### src/coil_cfg_pkg.sv
package coil_cfg_pkg;

  // Parameter access port geometry
  localparam int unsigned DATA_W   = 16;
  localparam int unsigned IDX_W    = 4;
  localparam int unsigned NUM_SVC  = 3;
  localparam int unsigned NUM_REGS = 13;

  // Parameter indices on the access port
  localparam logic [3:0] IDX_SUPPLY_MASK  = 4'h0;
  localparam logic [3:0] IDX_EDGE_COUNT   = 4'h1;
  localparam logic [3:0] IDX_PERIOD       = 4'h2;
  localparam logic [3:0] IDX_ANGLE        = 4'h3;
  localparam logic [3:0] IDX_MANUAL_TRIG  = 4'h4;
  localparam logic [3:0] IDX_STARTUP_EN   = 4'h5;
  localparam logic [3:0] IDX_RUN_COUNT    = 4'h6;
  localparam logic [3:0] IDX_BROKEN_SVC1  = 4'h7;
  localparam logic [3:0] IDX_LIMP_SVC1    = 4'hA;

  // Field widths
  localparam int unsigned EDGE_W   = 7;
  localparam int unsigned PERIOD_W = 15;
  localparam int unsigned ANGLE_W  = 13;
  localparam int unsigned COUNT_W  = 8;
  localparam int unsigned BROKEN_W = 4;
  localparam int unsigned LIMP_W   = 2;

  // Values after reset
  localparam logic                RST_SUPPLY_MASK = 1'h0;
  localparam logic [EDGE_W-1:0]   RST_EDGE_COUNT  = 7'h0D;
  localparam logic [PERIOD_W-1:0] RST_PERIOD      = 15'h7FFF;
  localparam logic [ANGLE_W-1:0]  RST_ANGLE       = 13'h1C20;
  localparam logic                RST_MANUAL_TRIG = 1'h0;
  localparam logic                RST_STARTUP_EN  = 1'h1;
  localparam logic [COUNT_W-1:0]  RST_RUN_COUNT   = 8'h00;
  localparam logic [BROKEN_W-1:0] RST_BROKEN      = 4'h0;
  localparam logic [LIMP_W-1:0]   RST_LIMP        = 2'h1;

  // Limits, expressed at the width of the write data; the run count limit at the count width
  localparam logic [DATA_W-1:0] MAX_EDGE_COUNT = 16'h0064;
  localparam logic [DATA_W-1:0] MAX_PERIOD     = 16'h7FFF;
  localparam logic [DATA_W-1:0] MAX_ANGLE      = 16'h1C20;
  localparam logic [DATA_W-1:0] MAX_BROKEN     = 16'h000B;
  localparam logic [DATA_W-1:0] MIN_LIMP       = 16'h0001;
  localparam logic [DATA_W-1:0] MAX_LIMP       = 16'h0003;
  localparam logic [COUNT_W-1:0] MAX_RUN_COUNT = 8'hFF;

  // Coil test sequencer states
  typedef enum logic [2:0] {
    ST_BOOT = 3'b001,
    ST_IDLE = 3'b010,
    ST_RUN  = 3'b100
  } seq_state_t;

endpackage

### src/coil_test_if.sv
`timescale 1ns/10ps
interface coil_test_if;
  import coil_cfg_pkg::*;
  logic               startup_en;
  logic               manual_trig;
  logic               speed_zero;
  logic               coil_done;
  logic               coil_req;
  logic               drive_ok;
  logic               busy;
  logic [COUNT_W-1:0] run_count;

  modport seq (
    input  startup_en, manual_trig, speed_zero, coil_done,
    output coil_req, drive_ok, busy, run_count
  );
  modport bank (
    output startup_en, manual_trig, speed_zero, coil_done,
    input  coil_req, drive_ok, busy, run_count
  );
endinterface

### src/coil_test_seq.sv
`timescale 1ns/10ps
module coil_test_seq (
  // Clock, reset, enable
  input  wire logic clk,
  input  wire logic rst,
  input  wire logic ce,
  // Link to the parameter bank
  coil_test_if.seq  ct
);
  import coil_cfg_pkg::*;

  seq_state_t         state_r;
  seq_state_t         state_nxt;
  logic               armed_r;
  logic               req_r;
  logic               drive_ok_r;
  logic [COUNT_W-1:0] count_r;

  // Start conditions; a test is only allowed with the shaft standing still
  wire boot_go   = ct.startup_en & ct.speed_zero;
  wire manual_go = ct.manual_trig & armed_r & ct.speed_zero;
  wire start     = ((state_r == ST_BOOT) & boot_go) | ((state_r == ST_IDLE) & manual_go);
  wire finish    = (state_r == ST_RUN) & ct.coil_done;

  // Next state
  always_comb begin
    state_nxt = state_r;
    unique case (state_r)
      ST_BOOT: state_nxt = boot_go ? ST_RUN : ST_IDLE;
      ST_IDLE: state_nxt = manual_go ? ST_RUN : ST_IDLE;
      ST_RUN:  state_nxt = ct.coil_done ? ST_IDLE : ST_RUN;
      default: state_nxt = ST_IDLE;
    endcase
  end

  always_ff @(posedge clk or posedge rst) begin
    if (rst) begin
      state_r <= ST_BOOT;
      req_r   <= 1'b0;
    end else if (ce) begin
      state_r <= state_nxt;
      req_r   <= start | (req_r & ~finish);
    end
  end

  // rearm on zero trigger; a held trigger never repeats the test
  always_ff @(posedge clk or posedge rst) begin
    if (rst) begin
      armed_r <= 1'b1;
    end else if (ce) begin
      armed_r <= ~ct.manual_trig | (armed_r & ~start);
    end
  end

  // normal drive held until startup test ends or is skipped
  always_ff @(posedge clk or posedge rst) begin
    if (rst) begin
      drive_ok_r <= 1'b0;
    end else if (ce) begin
      drive_ok_r <= drive_ok_r | finish | ((state_r == ST_BOOT) & ~boot_go);
    end
  end

  always_ff @(posedge clk or posedge rst) begin
    if (rst) begin
      count_r <= RST_RUN_COUNT;
    end else if (ce && start && count_r != MAX_RUN_COUNT) begin
      count_r <= count_r + 8'h01;
    end
  end

  assign ct.coil_req  = req_r;
  assign ct.drive_ok  = drive_ok_r;
  assign ct.busy      = (state_r == ST_RUN);
  assign ct.run_count = count_r;
endmodule

### src/flat_wrapper.sv
// flat-port wrapper written by rule: the top's interface ports become plain ports
module coil_test_seq_flat import coil_cfg_pkg::*;
  (clk, rst, ce, ct_startup_en, ct_manual_trig, ct_speed_zero, ct_coil_done, ct_coil_req, ct_drive_ok, ct_busy, ct_run_count);
  coil_test_if ct_i ();
  input  wire logic clk;
  input  wire logic rst;
  input  wire logic ce;
  input wire logic [$bits(ct_i.startup_en)-1:0] ct_startup_en;
  input wire logic [$bits(ct_i.manual_trig)-1:0] ct_manual_trig;
  input wire logic [$bits(ct_i.speed_zero)-1:0] ct_speed_zero;
  input wire logic [$bits(ct_i.coil_done)-1:0] ct_coil_done;
  output wire logic [$bits(ct_i.coil_req)-1:0] ct_coil_req;
  output wire logic [$bits(ct_i.drive_ok)-1:0] ct_drive_ok;
  output wire logic [$bits(ct_i.busy)-1:0] ct_busy;
  output wire logic [$bits(ct_i.run_count)-1:0] ct_run_count;
  assign ct_i.startup_en = ct_startup_en;
  assign ct_i.manual_trig = ct_manual_trig;
  assign ct_i.speed_zero = ct_speed_zero;
  assign ct_i.coil_done = ct_coil_done;
  assign ct_coil_req = ct_i.coil_req;
  assign ct_drive_ok = ct_i.drive_ok;
  assign ct_busy = ct_i.busy;
  assign ct_run_count = ct_i.run_count;
  coil_test_seq u_core (.clk(clk), .rst(rst), .ce(ce), .ct(ct_i));
endmodule
### config.mk
export PLATFORM = sky130hd
export DESIGN_NAME = coil_test_seq_flat
export DESIGN_NICKNAME = d
export VERILOG_FILES = /design/src/coil_cfg_pkg.sv /design/src/coil_test_if.sv /design/src/coil_test_seq.sv /design/src/flat_wrapper.sv
export SDC_FILE = /design/constraint.sdc
export NUM_CORES = 1
export LEC_CHECK = 0
export BUFFER_PORTS_ARGS = -buffer_cell sky130_fd_sc_hd__buf_4
export CORE_MARGIN = 3
export CORE_UTILIZATION = 40
export CTS_CLUSTER_DIAMETER = 80
export DETAILED_ROUTE_END_ITERATION = 8
export SLEW_MARGIN = 30
export SYNTH_ARGS = -nofsm -noshare
export SYNTH_HDL_FRONTEND = slang
export SYNTH_SLANG_ARGS = --single-unit
export TNS_END_PERCENT = 20
### constraint.sdc
create_clock -name clk -period 2.2 [get_ports clk]
set_input_delay 0.44 -clock clk [delete_from_list [all_inputs] [get_ports clk]]
set_output_delay 0.44 -clock clk [all_outputs]
set_load 0.01 [all_outputs]
==> results.cfg <==
[floorplan]
ios = 18
core_um2 = 1560
die_area_um2 = 2260
die_h_um = 47.6
start_util_pct = 44.4
chipWidth_um = 47.6
rows = 14

[synthesis]
syn_inst = 66
ys.flop_type = dfrtp_1
synth_edf_count = 0
syn_area_um2 = 692
synth_fp_nets = 74
ys_seq_elements = 14
yosysWarningCount = 0
synth-async-reset-ratio_pct = 100
synth.distinct_cells = 27
syn_area_per_cell_um2 = 10.5
seq_area_frac_synth_pct = 51.0

[timing]
setup_viol = 0
fmax_mhz = 554
rsz0062_at_grt = no
finalSetupTns_ns = 0
maxSlewHeadroom_pct = 64.8
slew_viol_final = 0
setup_slack_ns = 0.395
timing.clock.skew_ns = 0.0104
finalHoldViolCount = 0
timing.final.crit_share_pct = 82.1
min_period_ns = 1.81
tightest_slew_ns = 0.527

[clocking]
cts_root_buf = clkbuf_4
post-cts-setup-buffer-count = 0
htree_levels = 1
clockBufferDepth = 2
clkLatencyLatePin_ns = 0.28
clk_pin_slew_ns = 0.09
post_cts_resized = 0
cts_tree = yes
clock-sinks = 14
cts_made_buffers = 3
hold_buffers = 0

[critical_path]
required_ns = 1.76
critPathLaunch = u_core.state_r[1]$_DFFE_PP0P_
cp_data_arrival_time_ns = 1.37
cp-end-kind = output pin
crit_path_start_kind = register
path_max_fanout = 6
crit_slowest_cell = or3b_2
reg2reg_from = u_core.armed_r$_DFFE_PP1P_
critPathKind = register to output pin
path_cells = or3b_2, inv_1, buf_4
critPathMaxStageDelay_ns = 0.48

[layout]
n_antenna_cell = 0
area_growth_pct = 25.1
multi_input_area_um2 = 320
n_fill_cell = 138
register_area_um2 = 353
drive_above_1_share_pct = 33.3
nets = 96

[drt]
avgRoutedWirePerCell_um = 12.3
drc = 0
postRouteAntennaNets = 0
finalWirelength_um = 1260
drt_pass1_iterations = 4
drt_iter0_markers = 12
vias = 554
via_per_inst = 5.38

[power]
total_power_uw = 865
p_per_area_nw_per_um2 = 999
ir_drop_mv = 0.516
power.leakage_nw = 0.424

[status]
status = complete, no violations

[flow_run]
drv_cap = 0

[placed_design]
dp_worst_setup_slack_ns = 0.523
hpwl_um = 978
gp_congestion = 0.750
io_buffers = 17

[global_route]
gr-total-overflow = 0
track_usage_pct = 12.2
grt_start_max_net_pins = 15
grt_pass1_wl_um = 1970
grt_pass1_vias = 476
antenna_found_initial = 0

[worst_hold_path]
hold_class = primary input to asynchronous set/reset pin
## synth_stat cells (2+ instances only)
| library cell | n | area share [%] |
|---|---|---|
| a21oi_1 | 3 | 2.2 |
| a31oi_1 | 2 | 1.8 |
| dfrtp_1 | 12 | 43 |
| dfstp_2 | 2 | 7.6 |
| inv_1 | 5 | 2.7 |
| mux2_2 | 2 | 3.3 |
| nand2_1 | 7 | 3.8 |
| nand3_1 | 3 | 2.2 |
| nand3b_1 | 2 | 2.2 |
| nand4_1 | 2 | 1.8 |
| nor2_1 | 2 | 1.1 |
| nor3_1 | 2 | 1.4 |
| nor4_1 | 2 | 1.8 |
| o21ai_0 | 3 | 2.2 |
| xor2_1 | 5 | 6.3 |
## layout by cell type (no fill, tap or decap), drive strengths merged
cell type  instances
nor2               2
o21ai              3
nor4b              1
a21o               2
buf               17
o221a              1
xor2               5
ha                 1
dfrtp             12
nand3b             3
nand4              2
and2b              1
a31oi              2
clkbuf             4
dfstp              2
nor2b              1
mux2               2
a21oi              3
nor3               2
inv                5
nor4               2
nand2b             1
nand2              7
o2bb2ai            1
or3b               1
nand4b             1
nand3              3
## cell type report
| cell class | instances | share of cell area, % |
|---|---|---|
| multi-input combinational | 47 | 37.0 |
| tap | 16 | 2.31 |
| timing repair buffer | 17 | 14.7 |
| sequential | 14 | 40.8 |
| clock buffer | 4 | 3.03 |
| inverter | 5 | 2.17 |
## per-stage QoR
stage | hold slack (ns) | std cells | cell area [um^2] | utilization [%]
after floorplan | 0.328 | 66 | 692 | -
after global routing | 0.238 | 103 | 866 | 55.5
after CTS | 0.223 | 103 | 866 | 55.5
after detailed placement | 0.449 | 99 | 840 | 53.9
final | 0.191 | 103 | 866 | 55.5
after global placement | 0.445 | 99 | 840 | 53.9
## worst max-delay path: cells and delay by family (launching register included)
family                 cells  cell delay (ns)
and+or+nand+nor            1             0.48
DFF                        1             0.44
buffers and inverters      2             0.18
## state kept, by name, summed over array words and instances, names as in the netlist
name / cells
u_core.armed_r: 1
u_core.ct.run_count: 8
u_core.state_r: 3
u_core.ct.drive_ok: 1
u_core.ct.coil_req: 1
## final timing paths
check                                                     endpoint  slack [ns]  cells after the start
worst max-delay path                                       ct_busy        0.39                      3
worst max register to register  u_core.ct.run_count[1]$_DFFE_PP0P_        0.56                      4
worst min register to register      u_core.ct.drive_ok$_DFFE_PP0P_        0.46                      1
worst min-delay path            u_core.ct.run_count[3]$_DFFE_PP0P_        0.19                      2
min in group clk                        u_core.armed_r$_DFFE_PP1P_        0.33                      2
max in group asynchronous               u_core.armed_r$_DFFE_PP1P_        1.63                      2
## cells by family after synthesis
| logic type | share of synthesized area, % |
|---|---|
| DFF | 51.0 |
| adders and majority gates | 1.81 |
| muxes | 3.25 |
| xor gates and xnor gates | 6.33 |
| and+or+nand+nor | 23.5 |
| AOI/OAI and AO/OA | 11.4 |
| buffers and inverters | 2.71 |
## routing by layer
layer	share of wire, %	GRT usage (%)
met1	53	18.2
met2	42	17.4
met3	4.8	3.38
met4	0	3.23
met5	0	0
## power breakdown
group	leakage, nW	total, mW	switching (mW)	internal (mW)
combinational	0.239	0.292	0.132	0.160
clock	0.0150	0.154	0.0837	0.0701
sequential	0.170	0.418	0.0803	0.338
total	0.424	0.865	0.296	0.568
Note: power is estimated with default switching activity, not from simulation.
